**config.mk**
```make
export PLATFORM = sky130hd
export DESIGN_NAME = csmc_color_converter
export DESIGN_NICKNAME = d
export VERILOG_FILES = /design/src/design/csmc_pkg.sv /design/src/design/csmc_color_converter.sv
export VERILOG_INCLUDE_DIRS = /design/src /design/src/design
export SDC_FILE = /design/constraint.sdc
export NUM_CORES = 1
export LEC_CHECK = 0
export ABC_AREA = 1
export BUFFER_PORTS_ARGS = -buffer_cell sky130_fd_sc_hd__buf_2
export CORE_ASPECT_RATIO = 0.6
export CORE_MARGIN = 4
export CORE_UTILIZATION = 60
export CTS_BUF_LIST = sky130_fd_sc_hd__clkbuf_16
export CTS_CLUSTER_SIZE = 8
export DETAILED_ROUTE_END_ITERATION = 10
export PLACE_DENSITY = 0.89
export SETUP_SLACK_MARGIN = 0.15
export SLEW_MARGIN = 15
export SYNTH_ARGS = -nofsm -noshare
export SYNTH_HDL_FRONTEND = slang
export SYNTH_SLANG_ARGS = --single-unit
```
**constraint.sdc**
```tcl
create_clock -name ref_clk -period 14.2 [get_ports ref_clk]
set_clock_uncertainty 0.05 [all_clocks]
set_input_delay 2.84 -clock ref_clk [delete_from_list [all_inputs] [get_ports ref_clk]]
set_output_delay 2.84 -clock ref_clk [all_outputs]
set_load 0.05 [all_outputs]
```
**src/design/csmc_regs.svh**
```systemverilog
/*
 * constants for the colour space matrix converter: default widths,
 * coefficient table layout, pipeline depths.
 * assumes it is included by its bare name into the core; the package does not include it.
 */
`ifndef CSMC_REGS_SVH
`define CSMC_REGS_SVH

`define CSMC_DEF_IN_W 8
`define CSMC_DEF_COEF_W 14
`define CSMC_DEF_BPOINT 10
`define CSMC_DEF_OUT_W 8
`define CSMC_FULL_EXTRA 2
`define CSMC_MICRO 1000000
`define CSMC_MICRO_HALF 500000
`define CSMC_ROW_COLS 4
`define CSMC_TAB_COLS 12
`define CSMC_NUM_PRESETS 13
`define CSMC_PLANES 3
`define CSMC_LAT_PAR 3
`define CSMC_SEQ_LAST 2

`endif

```
**src/design/csmc_pkg.sv**
```systemverilog
/*
 * types of the colour space matrix converter: presets, architecture,
 * lsb rounding and msb overflow treatments.
 * assumes nothing beyond the constants header.
 */
package csmc_pkg;
  typedef enum {
    CSMC_P_RGB2YCC_SD, CSMC_P_RGB2YCC_HD, CSMC_P_RGB2STU_SD, CSMC_P_RGB2STU_HD,
    CSMC_P_YCC_SD2RGB, CSMC_P_YCC_HD2RGB, CSMC_P_YCC_SD2STU, CSMC_P_YCC_HD2STU,
    CSMC_P_YUV2RGB, CSMC_P_RGB2YUV, CSMC_P_YIQ2RGB, CSMC_P_RGB2YIQ,
    CSMC_P_YIQ2YUV, CSMC_P_CUSTOM
  } csmc_preset_t;

  typedef enum {CSMC_ARCH_PAR, CSMC_ARCH_SEQ} csmc_arch_t;

  typedef enum {
    CSMC_RND_TRUNC, CSMC_RND_HALF_UP, CSMC_RND_AWAY, CSMC_RND_TOWARD, CSMC_RND_EVEN
  } csmc_round_t;

  typedef enum {CSMC_OVF_SAT, CSMC_OVF_WRAP} csmc_ovf_t;
endpackage

```
**src/design/csmc_color_converter.sv**
```systemverilog
/*
 * color_converter: fixed-point 3x3 matrix plus offset, parallel or
 * sequential plane transport, rounding and overflow on the output.
 * assumes one clock, inputs synchronous to it, and an upstream that
 * spaces sequential triplets by at least three cycles.
 */
`timescale 1ns/10ps
`include "csmc_regs.svh"

module csmc_color_converter
  import csmc_pkg::*;
#(
  parameter int IN_W = `CSMC_DEF_IN_W,
  parameter int COEF_W = `CSMC_DEF_COEF_W,
  parameter int BPOINT = `CSMC_DEF_BPOINT,
  parameter int OUT_W = `CSMC_DEF_OUT_W,
  parameter bit IN_SIGNED = 1'b0,
  parameter bit OUT_SIGNED = 1'b0,
  parameter csmc_preset_t PRESET = CSMC_P_RGB2YCC_SD,
  parameter csmc_arch_t ARCH = CSMC_ARCH_PAR,
  parameter csmc_round_t ROUND_MODE = CSMC_RND_HALF_UP,
  parameter csmc_ovf_t OVF_MODE = CSMC_OVF_SAT,
  // micro units: row r holds three coefficients then the offset
  parameter int CUSTOM_TAB [0:`CSMC_TAB_COLS-1] = '{default: 0}
) (
  input wire logic ref_clk,
  input wire logic rst,
  input wire logic in_valid,
  input wire logic [IN_W-1:0] in_plane0,
  input wire logic [IN_W-1:0] in_plane1,
  input wire logic [IN_W-1:0] in_plane2,
  output logic out_valid,
  output logic [OUT_W-1:0] out_plane0,
  output logic [OUT_W-1:0] out_plane1,
  output logic [OUT_W-1:0] out_plane2
);
  localparam int FULL_W = IN_W + COEF_W + `CSMC_FULL_EXTRA;
  localparam int NP = `CSMC_PLANES;
  localparam int RC = `CSMC_ROW_COLS;
  localparam int RW = FULL_W + 2;
  // output slice low index; bits below it feed rounding
  localparam int LO = (OUT_W >= FULL_W) ? 0 :
                      (OUT_W <= FULL_W - BPOINT) ? BPOINT :
                      FULL_W - OUT_W;
  localparam logic signed [RW-1:0] HALF_M = (LO > 0) ? (RW'(1) <<< (LO - 1)) : '0;
  localparam logic signed [RW-1:0] REST_M = (LO > 1) ? (HALF_M - RW'(1)) : '0;
  localparam logic signed [RW-1:0] MAXV = OUT_SIGNED ? ((RW'(1) <<< (OUT_W - 1)) - RW'(1))
                                                     : ((RW'(1) <<< OUT_W) - RW'(1));
  localparam logic signed [RW-1:0] MINV = OUT_SIGNED ? -(RW'(1) <<< (OUT_W - 1)) : '0;

  // coefficient table in micro units, rows as output planes
  localparam int PRESET_TAB [0:`CSMC_NUM_PRESETS*`CSMC_TAB_COLS-1] = '{
    257000, 504000, 98000, 16000000,
    -148000, -291000, 439000, 128000000,
    439000, -368000, -71000, 128000000,
    183000, 614000, 62000, 16000000,
    -101000, -338000, 439000, 128000000,
    439000, -399000, -40000, 128000000,
    299000, 587000, 114000, 0,
    -172000, -339000, 511000, 128000000,
    511000, -428000, -83000, 128000000,
    213000, 715000, 72000, 0,
    -117000, -394000, 511000, 128000000,
    511000, -464000, -47000, 128000000,
    1164000, 0, 1596000, -222912000,
    1164000, -391000, -813000, 135488000,
    1164000, 2018000, 0, -276928000,
    1164000, 0, 1793000, -248128000,
    1164000, -213000, -534000, 76992000,
    1164000, 2115000, 0, -289344000,
    1000000, 0, 1371000, -175488000,
    1000000, -336000, -698000, 132352000,
    1000000, 1732000, 0, -221696000,
    1000000, 0, 1540000, -197120000,
    1000000, -183000, -459000, 82176000,
    1000000, 1816000, 0, -232448000,
    1000000, 0, 1140000, 0,
    1000000, -395000, -581000, 0,
    1000000, -2032000, 0, 0,
    299000, 587000, 114000, 0,
    -147000, -289000, 436000, 0,
    615000, -515000, -100000, 0,
    1000000, 956000, 621000, 0,
    1000000, -272000, -647000, 0,
    1000000, -1107000, 1704000, 0,
    299000, 587000, 114000, 0,
    596000, -275000, -321000, 0,
    212000, -523000, 311000, 0,
    1000000, 0, 0, 0,
    0, -544639, 838671, 0,
    0, 838671, 544639, 0
  };

  function automatic longint tab_at(input int i);
    if (PRESET == CSMC_P_CUSTOM) begin
      return longint'(CUSTOM_TAB[i]);
    end
    return longint'(PRESET_TAB[int'(PRESET) * `CSMC_TAB_COLS + i]);
  endfunction

  // nearest integer of micro value times 2^BPOINT; rounding keeps presets symmetric
  function automatic longint scaled(input int i);
    longint v;
    v = tab_at(i) * (longint'(1) <<< BPOINT);
    if (v >= 0) begin
      return (v + `CSMC_MICRO_HALF) / `CSMC_MICRO;
    end
    return -((-v + `CSMC_MICRO_HALF) / `CSMC_MICRO);
  endfunction

  // sequential collection
  logic [1:0] cnt_reg;
  logic [IN_W-1:0] col_reg [0:1];
  // pipeline
  logic v1_reg, v2_reg, v3_reg;
  logic [IN_W-1:0] in_reg [0:NP-1];
  logic signed [FULL_W-1:0] prod_reg [0:NP*NP-1];
  logic signed [FULL_W-1:0] sum_reg [0:NP-1];
  logic [OUT_W-1:0] hold_reg [0:1];
  logic [1:0] ser_reg;
  logic [OUT_W-1:0] out_reg [0:NP-1];

  logic signed [IN_W:0] in_ext [0:NP-1];
  logic signed [FULL_W-1:0] exp_sum [0:NP-1];
  logic signed [RW-1:0] rnd_w [0:NP-1];
  logic signed [RW-1:0] trunc_w [0:NP-1];
  logic [OUT_W-1:0] res_w [0:NP-1];

  wire logic seq_last = in_valid && (cnt_reg == 2'(`CSMC_SEQ_LAST));

  genvar r, c;
  generate
    for (c = 0; c < NP; c++) begin : g_ext
      assign in_ext[c] = IN_SIGNED ? {in_reg[c][IN_W-1], in_reg[c]} : {1'b0, in_reg[c]};
    end
    for (r = 0; r < NP; r++) begin : g_row
      localparam longint OFFL = scaled(r * RC + NP);
      localparam logic signed [FULL_W-1:0] OFF = OFFL[FULL_W-1:0];
      logic signed [FULL_W-1:0] tmp_sum [0:NP];
      assign tmp_sum[0] = OFF;
      for (c = 0; c < NP; c++) begin : g_col
        localparam longint CL = scaled(r * RC + c);
        localparam logic signed [COEF_W-1:0] CW = CL[COEF_W-1:0];
        logic signed [IN_W+COEF_W:0] prod_w;
        assign prod_w = in_ext[c] * CW;
        assign tmp_sum[c+1] = tmp_sum[c] + FULL_W'(prod_w);
        always_ff @(posedge ref_clk or posedge rst) begin
          if (rst) begin
            prod_reg[r*NP+c] <= '0;
          end else if (v1_reg) begin
            prod_reg[r*NP+c] <= FULL_W'(prod_w);
          end
        end
      end
      assign exp_sum[r] = tmp_sum[NP];

      always_ff @(posedge ref_clk or posedge rst) begin
        if (rst) begin
          sum_reg[r] <= '0;
        end else if (v2_reg) begin
          sum_reg[r] <= prod_reg[r*NP] + prod_reg[r*NP+1] + prod_reg[r*NP+2] + OFF;
        end
      end

      // lsb treatment on the bits below LO
      logic signed [RW-1:0] sx;
      logic signed [RW-1:0] q;
      logic half, rest, neg, rinc;
      assign sx = RW'(sum_reg[r]);
      assign q = sx >>> LO;
      assign half = |(sx & HALF_M);
      assign rest = |(sx & REST_M);
      assign neg = sx[RW-1];
      assign rinc = (ROUND_MODE == CSMC_RND_HALF_UP) ? half :
                    (ROUND_MODE == CSMC_RND_AWAY) ? (half && (rest || !neg)) :
                    (ROUND_MODE == CSMC_RND_TOWARD) ? (half && (rest || neg)) :
                    (ROUND_MODE == CSMC_RND_EVEN) ? (half && (rest || q[0])) : 1'b0;
      assign trunc_w[r] = q;
      assign rnd_w[r] = q + RW'(rinc);
      // saturation clamps by sign; wrap simply drops the upper bits
      assign res_w[r] = (OVF_MODE == CSMC_OVF_WRAP) ? rnd_w[r][OUT_W-1:0] :
                        (rnd_w[r] > MAXV) ? MAXV[OUT_W-1:0] :
                        (rnd_w[r] < MINV) ? MINV[OUT_W-1:0] : rnd_w[r][OUT_W-1:0];

      sum_model_a: assert property (@(posedge ref_clk) disable iff (rst)
        v3_reg |-> sum_reg[r] == $past(exp_sum[r], 2))
        else $error("matrix sum does not match inputs");
    end
  endgenerate

  // input capture: whole triplet in parallel, collected plane by plane otherwise
  always_ff @(posedge ref_clk or posedge rst) begin
    if (rst) begin
      cnt_reg <= '0;
      col_reg[0] <= '0;
      col_reg[1] <= '0;
      in_reg[0] <= '0;
      in_reg[1] <= '0;
      in_reg[2] <= '0;
      v1_reg <= 1'b0;
    end else if (ARCH == CSMC_ARCH_PAR) begin
      v1_reg <= in_valid;
      if (in_valid) begin
        in_reg[0] <= in_plane0;
        in_reg[1] <= in_plane1;
        in_reg[2] <= in_plane2;
      end
    end else begin
      v1_reg <= seq_last;
      if (seq_last) begin
        in_reg[0] <= col_reg[0];
        in_reg[1] <= col_reg[1];
        in_reg[2] <= in_plane0;
        cnt_reg <= '0;
      end else if (in_valid) begin
        col_reg[cnt_reg[0]] <= in_plane0;
        cnt_reg <= cnt_reg + 2'd1;
      end
    end
  end

  always_ff @(posedge ref_clk or posedge rst) begin
    if (rst) begin
      v2_reg <= 1'b0;
      v3_reg <= 1'b0;
    end else begin
      v2_reg <= v1_reg;
      v3_reg <= v2_reg;
    end
  end

  // output stage; sequential mode replays planes 1 and 2 from hold
  always_ff @(posedge ref_clk or posedge rst) begin
    if (rst) begin
      out_reg[0] <= '0;
      out_reg[1] <= '0;
      out_reg[2] <= '0;
      hold_reg[0] <= '0;
      hold_reg[1] <= '0;
      ser_reg <= '0;
      out_valid <= 1'b0;
    end else if (ARCH == CSMC_ARCH_PAR) begin
      out_valid <= v3_reg;
      if (v3_reg) begin
        out_reg[0] <= res_w[0];
        out_reg[1] <= res_w[1];
        out_reg[2] <= res_w[2];
      end
    end else if (v3_reg) begin
      out_reg[0] <= res_w[0];
      hold_reg[0] <= res_w[1];
      hold_reg[1] <= res_w[2];
      ser_reg <= 2'(`CSMC_SEQ_LAST);
      out_valid <= 1'b1;
    end else if (ser_reg != 2'd0) begin
      out_reg[0] <= hold_reg[0];
      hold_reg[0] <= hold_reg[1];
      ser_reg <= ser_reg - 2'd1;
      out_valid <= 1'b1;
    end else begin
      out_valid <= 1'b0;
    end
  end

  assign out_plane0 = out_reg[0];
  assign out_plane1 = out_reg[1];
  assign out_plane2 = out_reg[2];

  // out_valid is launched three edges after capture, so it is first seen on the fourth
  lat_par_a: assert property (@(posedge ref_clk) disable iff (rst)
    (ARCH == CSMC_ARCH_PAR && in_valid) |-> ##4 out_valid)
    else $error("parallel result missing four edges after input");

  nolat_par_a: assert property (@(posedge ref_clk) disable iff (rst)
    (ARCH == CSMC_ARCH_PAR && !in_valid) |-> ##4 !out_valid)
    else $error("parallel result without input");

  // a triplet completing three edges later legally keeps valid high
  seq_burst_a: assert property (@(posedge ref_clk) disable iff (rst)
    (ARCH == CSMC_ARCH_SEQ && seq_last) |-> ##4 out_valid [*3]
      ##1 (!out_valid || $past(seq_last, 4)))
    else $error("sequential burst is not three planes");

  seq_idle_a: assert property (@(posedge ref_clk) disable iff (rst)
    (ARCH == CSMC_ARCH_SEQ) |-> (out_plane1 == '0 && out_plane2 == '0))
    else $error("unused planes driven in sequential mode");

  seq_count_a: assert property (@(posedge ref_clk) disable iff (rst)
    (ARCH == CSMC_ARCH_SEQ && in_valid && cnt_reg == 2'd0) |=> cnt_reg == 2'd1)
    else $error("plane counter did not advance");

  sat_high_a: assert property (@(posedge ref_clk) disable iff (rst)
    (OVF_MODE == CSMC_OVF_SAT && v3_reg && rnd_w[0] > MAXV) |=> out_plane0 == MAXV[OUT_W-1:0])
    else $error("overflow not saturated to maximum");

  sat_low_a: assert property (@(posedge ref_clk) disable iff (rst)
    (OVF_MODE == CSMC_OVF_SAT && v3_reg && rnd_w[0] < MINV) |=> out_plane0 == MINV[OUT_W-1:0])
    else $error("underflow not saturated to minimum");

  round_trunc_a: assert property (@(posedge ref_clk) disable iff (rst)
    (ARCH == CSMC_ARCH_PAR && v3_reg
      && (ROUND_MODE == CSMC_RND_TRUNC || !g_row[1].half)
      && rnd_w[1] <= MAXV && rnd_w[1] >= MINV)
      |=> out_plane1 == $past(trunc_w[1][OUT_W-1:0]))
    else $error("truncation result wrong");

  round_even_a: assert property (@(posedge ref_clk) disable iff (rst)
    (ROUND_MODE == CSMC_RND_EVEN && v3_reg && g_row[0].half && !g_row[0].rest
      && rnd_w[0] <= MAXV && rnd_w[0] >= MINV)
      |=> !out_plane0[0])
    else $error("exact half not rounded to even");

  seq_replay_a: assert property (@(posedge ref_clk) disable iff (rst)
    (ARCH == CSMC_ARCH_SEQ && !v3_reg && ser_reg != 2'd0)
      |=> (out_valid && out_plane0 == $past(hold_reg[0])))
    else $error("held plane not replayed in order");
endmodule

```
**Yosys cells after proc, flatten, opt, wreduce, memory -nomap -nowiden**

Index checks and enable logic that the tools add are counted.

- Memories kept: 0
- Latch bits: 0
- Output and inout port bits: 25
- Memory bits (read-only): 0
- Register bits after elaboration: 271
- Bits in writable memories: 0
- Word-level logic and storage cells: 55

- Bitwise gates (word level): 0
- Shift-type cells: 0
- Div/mod/pow operators: 0
- Add/sub/neg operators: 12
- Reductions and logical operators: 0
- $lt $le $gt $ge: 6
- Multipliers: 9
- Multiplexer cells: 6
- Eq/ne operators: 0

Operators by type and width:

| operator | number |
|---|---|
| 24-bit by 19-bit adder with 24-bit output (second input constant) | 2 |
| 8-bit by 8-bit multiplier with 16-bit output (second input constant) | 3 |
| 8-bit two-way mux | 6 |
| 14-bit by 2-bit adder with 15-bit output | 3 |
| 15-bit by 9-bit > comparator with 1-bit output (second input constant) | 3 |
| 15-bit by 1-bit less-than comparator with 1-bit output (second input constant) | 3 |
| 18-bit by 19-bit adder with 20-bit output | 2 |
| 24-bit by 16-bit adder with 24-bit output (second input constant) | 1 |
| 20-bit by 17-bit adder with 21-bit output | 1 |
| 20-bit by 18-bit adder with 21-bit output | 1 |
| 19-bit by 15-bit adder with 20-bit output | 1 |
| 17-bit by 18-bit adder with 19-bit output | 1 |
| 9-bit by 10-bit multiplier with 19-bit output (second input constant) | 1 |
| 9-bit by 9-bit multiplier with 18-bit output (second input constant) | 1 |
| 8-bit by 9-bit multiplier with 17-bit output (second input constant) | 1 |
| 9-bit by 8-bit multiplier with 17-bit output (second input constant) | 1 |
| 9-bit by 6-bit multiplier with 15-bit output (second input constant) | 1 |
| 8-bit by 5-bit multiplier with 13-bit output (second input constant) | 1 |

**Depth between registers and ports, before layout**

Gate-level depths: netlist of the first run.

- Word-level depth: 4
- Mapped depth: 22
- Depth with buffers taken out: 22

**Least setup slack after synthesis of the first run**

Ideal clock, no wire load.

- Kind: reg-to-reg
- From: reg in_reg, in the netlist in_ext[16]
- To: reg prod_reg[111] (netlist name)
- Path buffers: 0
- Cell stages (with the launch flop): 22
- Library setup time: 0.118 ns
- Data arrival time: 4.036 ns
- Period minus slack after synthesis: 4.204 ns
- Slack: 9.996 ns
- Path through: dfrtp_1 -> inv_1 -> ha_1 -> xor2_1 -> ha_1 -> inv_1 -> fa_1 -> inv_1 -> fa_1 -> ha_1 -> ha_1 -> nand3_1 -> nand3_1 -> nand2_1 -> nand2_1 -> a21oi_1 -> o21ai_0 -> nand3_1 -> nand2_1 -> nand2_1 -> nand3_1 -> nand2_1

- Longest elaborated chain between the ends: 1

Ends and longest elaborated chain:

| element | line | RTL |
|---|---|---|
| start, declared | csmc_color_converter.sv:116 | `logic [IN_W-1:0] in_reg [0:NP-1];` |
| 9-bit by 9-bit multiplier with 18-bit output | csmc_color_converter.sv:145 | `assign prod_w = in_ext[c] * CW;` |
| end signal, assigned by index | csmc_color_converter.sv:151 | `prod_reg[r*NP+c] <= FULL_W'(prod_w);` |
| end, declared | csmc_color_converter.sv:117 | `logic signed [FULL_W-1:0] prod_reg [0:NP*NP-1];` |

No other way between the ends.
A chain may end at the register's enable or synchronous reset.

**Worst setup path in the final report of the first run**

- From: reg in_reg, in the netlist in_ext[15]
- To: reg, netlist name prod_reg[114]

- Longest elaborated chain between the ends: 1

Ends and longest elaborated chain:

| element | line |
|---|---|
| 9-bit by 9-bit multiplier with 18-bit output | csmc_color_converter.sv:145 |

No other way between the ends.

==> results.json, run 1 <==
{
  "pin_count": 52,
  "cts_max_level": 2,
  "yosys.area.top_type": "dfrtp_1",
  "end_kind": "flop",
  "port_buffers": 51,
  "rows": 54,
  "hold_end": "out_plane1[3]",
  "yosys_most_used_dff": "dfrtp_1",
  "routed_via_density": 5.71,
  "die_w_microns": 255,
  "grt_max_degree": 110,
  "synth_common_cells": "nand2_1, inv_1, ha_1",
  "outcome": "finished, final reports clean",
  "cp.required_ns": 14.55,
  "arrival_ns": 5.12,
  "grt_pass1_wl_microns": 94600,
  "hold_viol": 0,
  "crit_fanout": 11,
  "hold_class": "flop to flop",
  "hold_buffers": 0,
  "antenna_found_initial": 1,
  "r2r_end": "prod_reg[114]",
  "start_util": 0.607,
  "avgSynthCellArea_sq_um": 8.35,
  "synth_seq_area_share": 0.258,
  "cts_made_buffers": 34,
  "routed_wl_microns": 57700,
  "path_class": "flop to flop",
  "nNetsFinal": 3243,
  "postCtsSetupRepairBufs": 0,
  "synth.area.top_cells": "dfrtp_1, ha_1, fa_1",
  "relSlewSlack": 0.323,
  "whs_ns": 0.436,
  "hold_depth": 2,
  "setup-violations-final": 0,
  "finalSetupTns_ns": 0,
  "core_sq_mm": 0.0363,
  "cts_sinks": 227,
  "syn-num-nets": 3194,
  "tritoncts": "done",
  "yosysMostFrequentCell": "nand2_1",
  "start_kind": "flop",
  "cts_buffer_depth": 3,
  "finalCritPeriodShare": 0.336,
  "cts_resized": 0,
  "tightest_slew_ns": 1.02,
  "synth_seq_cells": 227,
  "root_buffer": "clkbuf_16",
  "grtUsageTotal": 0.299,
  "clk_pin_slew_ns": 0.05,
  "yosys.area.top_type_share": 0.258,
  "reg2reg_slack_ns": 9.43,
  "synth_cells": 2635,
  "synth_cell_type_count": 49,
  "syn_area_sq_mm": 0.0220,
  "gp_congestion": 0.951,
  "die_h_microns": 156,
  "reg2reg_from": "in_ext[15]",
  "synth_edf_count": 0,
  "hpwl_microns": 45400,
  "insertion_delay_ns": 0.53,
  "dieArea_sq_mm": 0.0399,
  "diodes": 0,
  "syn_to_final_growth_pct": 7.75,
  "max_freq_mhz": 210,
  "drcViolationCount": 0,
  "fin_crit_ns": 4.77,
  "grt_overflow": 0,
  "fin_util": 0.654,
  "min_from": "out_plane1[3]",
  "drive_gt1_frac": 0.0595,
  "ff2ff_path_depth": 21,
  "wire_per_inst_microns": 18.2,
  "drtPass1Iterations": 6,
  "vias": 18100,
  "yosysWarnings": 0,
  "largest_reg_flops": 136,
  "grt_pass1_vias": 18100,
  "grt_setup_unrepaired": "false",
  "drt_iter0_drc": 1635,
  "cap_violations": 0,
  "ant_nets": 0,
  "async_flop_share": 1.00,
  "slew_viol_final": 0
}
## final cells by class
cell class | instances | area [sq um]
Multi-Input combinational cell | 1926 | 14500
Fill cell | 2927 | 12600
Timing Repair Buffer | 57 | 300
Clock buffer | 37 | 926
Clock inverter | 3 | 37.5
Sequential cell | 227 | 5680
Inverter | 438 | 1650
Tap cell | 476 | 596
## cell usage in the layout (no fill, tap or decap), types with 37 or more instances in the layout
master / Yosys / layout
a21oi_1: 111 / 111
buf_2: 1 / 51
clkbuf_16: 0 / 37
dfrtp_1: 227 / 226
fa_1: 145 / 145
ha_1: 387 / 387
inv_1: 428 / 429
nand2_1: 585 / 585
nand3_1: 111 / 111
nor2_1: 114 / 114
o21ai_0: 176 / 176
## per-layer routing
metal  global-route usage  vias up  wire length [microns]
li1                     -     8635                      -
met1                0.442     8665                  27000
met2                0.426      672                  23100
met3               0.0902      102                   5880
met4               0.0843        2                   1720
met5                    0        -                      8
## critical path: stages (launching register included)
cell and delay (ns):
dfrtp_1 0.66, inv_1 0.20, ha_1 0.44, xor2_1 0.20, ha_1 0.28, inv_1 0.05, fa_1 0.48, inv_1 0.05
fa_1 0.47, ha_1 0.30, ha_1 0.33, inv_1 0.09, nor3_1 0.31, nand3_1 0.13, nand3_1 0.13, nand2_1 0.06
inv_1 0.06, o21ai_0 0.09, nand2_1 0.08, nand2_1 0.05, nand3_1 0.07, nand2_1 0.07
## worst max path at each step
| stage | start | to | slack [ns] |
|---|---|---|---|
| 6_report | in_ext[15] | prod_reg[114] | 9.43 |
| 5_1_grt | in_ext[15] | prod_reg[114] | 9.17 |
| 4_1_cts | in_ext[15] | prod_reg[111] | 9.50 |
| 3_5_place_dp | in_ext[15] | prod_reg[114] | 9.50 |
| 3_3_place_gp | in_ext[15] | prod_reg[111] | 9.60 |
| 2_1_floorplan | rst | g_row[0].half | 5.09 |
## logic make-up after synthesis
kind of cell	synth area share
AND/OR/NAND/NOR	0.176
adder cells (fa/ha/maj)	0.352
buffers and inverters	0.0822
AO/OA/AOI/OAI	0.106
flip-flops	0.258
XOR/XNOR	0.0267
## through the flow
stage | setup slack [ns] | cell area [sq um] | cells
after floorplan | 5.09 | 22000 | 2635
after global placement | 9.60 | 22800 | 3124
after detailed placement | 9.50 | 22800 | 3124
after CTS | 9.50 | 23700 | 3164
after global routing | 9.17 | 23700 | 3164
final | 9.43 | 23700 | 3164
Power of run 1 is not shown: default switching activity piles up to over one toggle a cycle in this logic, so the estimate is an artifact.
==> run 2: changes to the inputs <==
Settings changed: ABC_AREA 1 to 0, CORE_UTILIZATION 60 to 59, PLACE_DENSITY 0.89 to 0.91.
Clock period 14.2 ns to 3.9 ns, I/O delays scaled along.
==> run 2 against run 1 <==
  * The run now ends with setup timing left
  * Via count decreased by 2.2%
  * Count of clock-buffer cells in the layout decreased by 3
  * Sequential share of layout area decreased by 2.6 points
  * Flip-flop and latch count unchanged
  * Synthesized cell count decreased by 25%
  * Critical path depth decreased by 3
  * Die area decreased by 4.7%
  * Wire length increased by 26%
  * Register-to-register slack got worse by 10 ns
  * Maximum frequency increased by 5.9%
  * Utilization increased by 13 points
==> results.json, run 2 <==
{
  "outcome": "complete, but fails checks",
  "violations": "setup timing",
  "end_kind": "flop",
  "gp_congestion": 0.955,
  "critPathTopFamily": "adder cells",
  "avgSynthCellArea_sq_um": 10.5,
  "synth_common_cells": "ha_1, inv_1, dfrtp_1",
  "cts_buffer_depth": 3,
  "start_kind": "flop",
  "cts_sinks": 227,
  "wire_per_inst_microns": 26.1,
  "grt_pass1_wl_microns": 102000,
  "setup-violations-final": 46,
  "slew_viol_final": 0,
  "synth_seq_cells": 227,
  "cp.required_ns": 4.24,
  "synth_edf_count": 0,
  "vias": 17700,
  "ant_nets": 0,
  "synth.area.top_cells": "dfrtp_1, ha_1, fa_1",
  "grtUsageTotal": 0.339,
  "finalCritPeriodShare": 1.15,
  "yosysWarnings": 0,
  "grt_pass1_vias": 18500,
  "tritoncts": "done",
  "drtPass1Iterations": 5,
  "path_class": "flop to flop",
  "core_sq_mm": 0.0340,
  "ff2ff_path_depth": 18,
  "max_freq_mhz": 222,
  "yosys_most_used_dff": "dfrtp_1",
  "cap_violations": 0,
  "nNetsFinal": 2870,
  "largest_reg_flops": 136,
  "insertion_delay_ns": 0.55,
  "synth_compound_area_frac": 0.102,
  "cp.buffers_inverters": 5,
  "hpwl_microns": 43000,
  "synth_cells": 1968,
  "cp_common_cell": "inv_2",
  "drt_iter0_drc": 1831,
  "drcViolationCount": 0,
  "fin_crit_ns": 4.50,
  "tightest_slew_ns": 1.14,
  "synthAdderAreaFrac": 0.376,
  "cts_made_buffers": 34,
  "crit_chain": "fa_2 -> inv_2 -> fa_1 -> inv_2 -> fa_1 -> inv_2 -> fa_1 -> inv_2 -> ha_4 -> a21oi_4 -> nor2b_1 -> o21a_1 -> o22a_1 -> buf_6 -> a211oi_2 -> nor3_1 -> xnor2_1 -> a21oi_1",
  "synth_seq_area_share": 0.276,
  "port_buffers": 51,
  "die_w_microns": 249,
  "cts_max_level": 2,
  "hold_class": "input port to asynchronous set/reset pin",
  "grt_max_degree": 103,
  "yosysMostFrequentCell": "ha_1",
  "routed_wl_microns": 72500,
  "diodes": 0,
  "start_util": 0.605,
  "slowest_stage": "fa_2",
  "final_common_cell": "ha_1",
  "layout_common_cells": "ha_1, inv_1, buf_4",
  "crit_fanout": 5,
  "hold_viol": 0,
  "root_buffer": "clkbuf_16",
  "die_h_microns": 153,
  "finalWorstSetupSlack_ns": -0.603,
  "worst-path-stages": 18,
  "grt_setup_unrepaired": "true",
  "max_stage_delay_ns": 0.58,
  "drive_gt1_frac": 0.353,
  "pin_count": 52,
  "syn_to_final_growth_pct": 29.9,
  "async_flop_share": 1.00,
  "syn_area_sq_mm": 0.0206,
  "grt_overflow": 0,
  "yosys.area.top_type_share": 0.276,
  "clk_pin_slew_ns": 0.06,
  "synth_top_family_by_area": "adder cells",
  "rows": 52,
  "synth_mux_area_frac": 0.0590,
  "dp_slack_ns": -0.572,
  "syn-num-nets": 2527,
  "arrival_ns": 4.85,
  "relSlewSlack": 0.241,
  "dieArea_sq_mm": 0.0380,
  "synth_cell_type_count": 70,
  "yosys.area.top_type": "dfrtp_1",
  "synth-simple-area-share": 0.0702,
  "synth_xor_area_frac": 0.0561,
  "routed_via_density": 6.36,
  "antenna_found_initial": 1
}
==> run 2: logic make-up (layout without fill, tap and decap cells) <==
group / Yosys count / after routing
fa+ha+maj: 532 / 532
simple gates: 321 / 321
mux: 108 / 108
xor+xnor: 131 / 131
compound gates: 320 / 320
buf+inv: 329 / 681
flops: 227 / 227
==> run 2: final timing paths <==
path	endpoint	from	slack, ns
min in group ref_clk	in_ext[6]	in_plane2[6]	0.40
worst max-delay path	prod_reg[16]	in_ext[5]	-0.60
worst min register to register	out_plane2[6]	out_plane2[6]	0.46
max in group asynchronous	in_ext[20]	rst	2.88
worst min-delay path	v3_reg	rst	0.35
worst max register to register	prod_reg[16]	in_ext[5]	-0.60
==> run 2: cell type report <==
cell class,count,area (sq um)
timing repair buffer,344,2790
clock buffer,34,851
fill,1724,7310
sequential,227,5710
clock inverter,11,67.6
inverter,292,1110
tap,459,574
multi-input combinational,1412,15600
==> run 2: routing by layer <==
metal,part of all wire,vias up,track usage
li1,-,7313,-
met1,0.36,8745,0.415
met2,0.47,1173,0.561
met3,0.095,454,0.0923
met4,0.077,0,0.161
met5,0,-,0
==> run 2: metrics by stage <==
step	cell area [sq um]	instances	util	hold slack [ns]	TNS (ns)
finish	26700	2779	0.785	0.354	-13.25
CTS	25600	2739	0.752	0.386	-6.89
global placement	22800	2614	0.671	0.437	-5.83
detailed placement	22800	2614	0.671	0.447	-10.22
global route	26700	2779	0.785	0.408	-17.26
floorplan	20800	1968	-	0.302	-4.29
==> run 2: timing repair <==
| item | CTS | global route |
|---|---|---|
| buffers inserted | 80 | 40 |
| endpoints found under the setup margin | 47 | 63 |
| pin swaps | 144 | 134 |
| hold buffers | 0 | 0 |
| resized for setup | 233 | 161 |
| cloned | 0 | 0 |
==> run 2: worst reg2reg max path, stage by stage (launching register included) <==
cell and delay (ns):
dfrtp_2 0.48, fa_2 0.58, inv_2 0.04, fa_1 0.52
inv_2 0.05, fa_1 0.50, inv_2 0.04, fa_1 0.49
inv_2 0.05, ha_4 0.23, a21oi_4 0.18, nor2b_1 0.07
o21a_1 0.21, o22a_1 0.22, buf_6 0.15, a211oi_2 0.19
nor3_1 0.08, xnor2_1 0.15, a21oi_1 0.07
Power of run 2 is left out for the same reason.
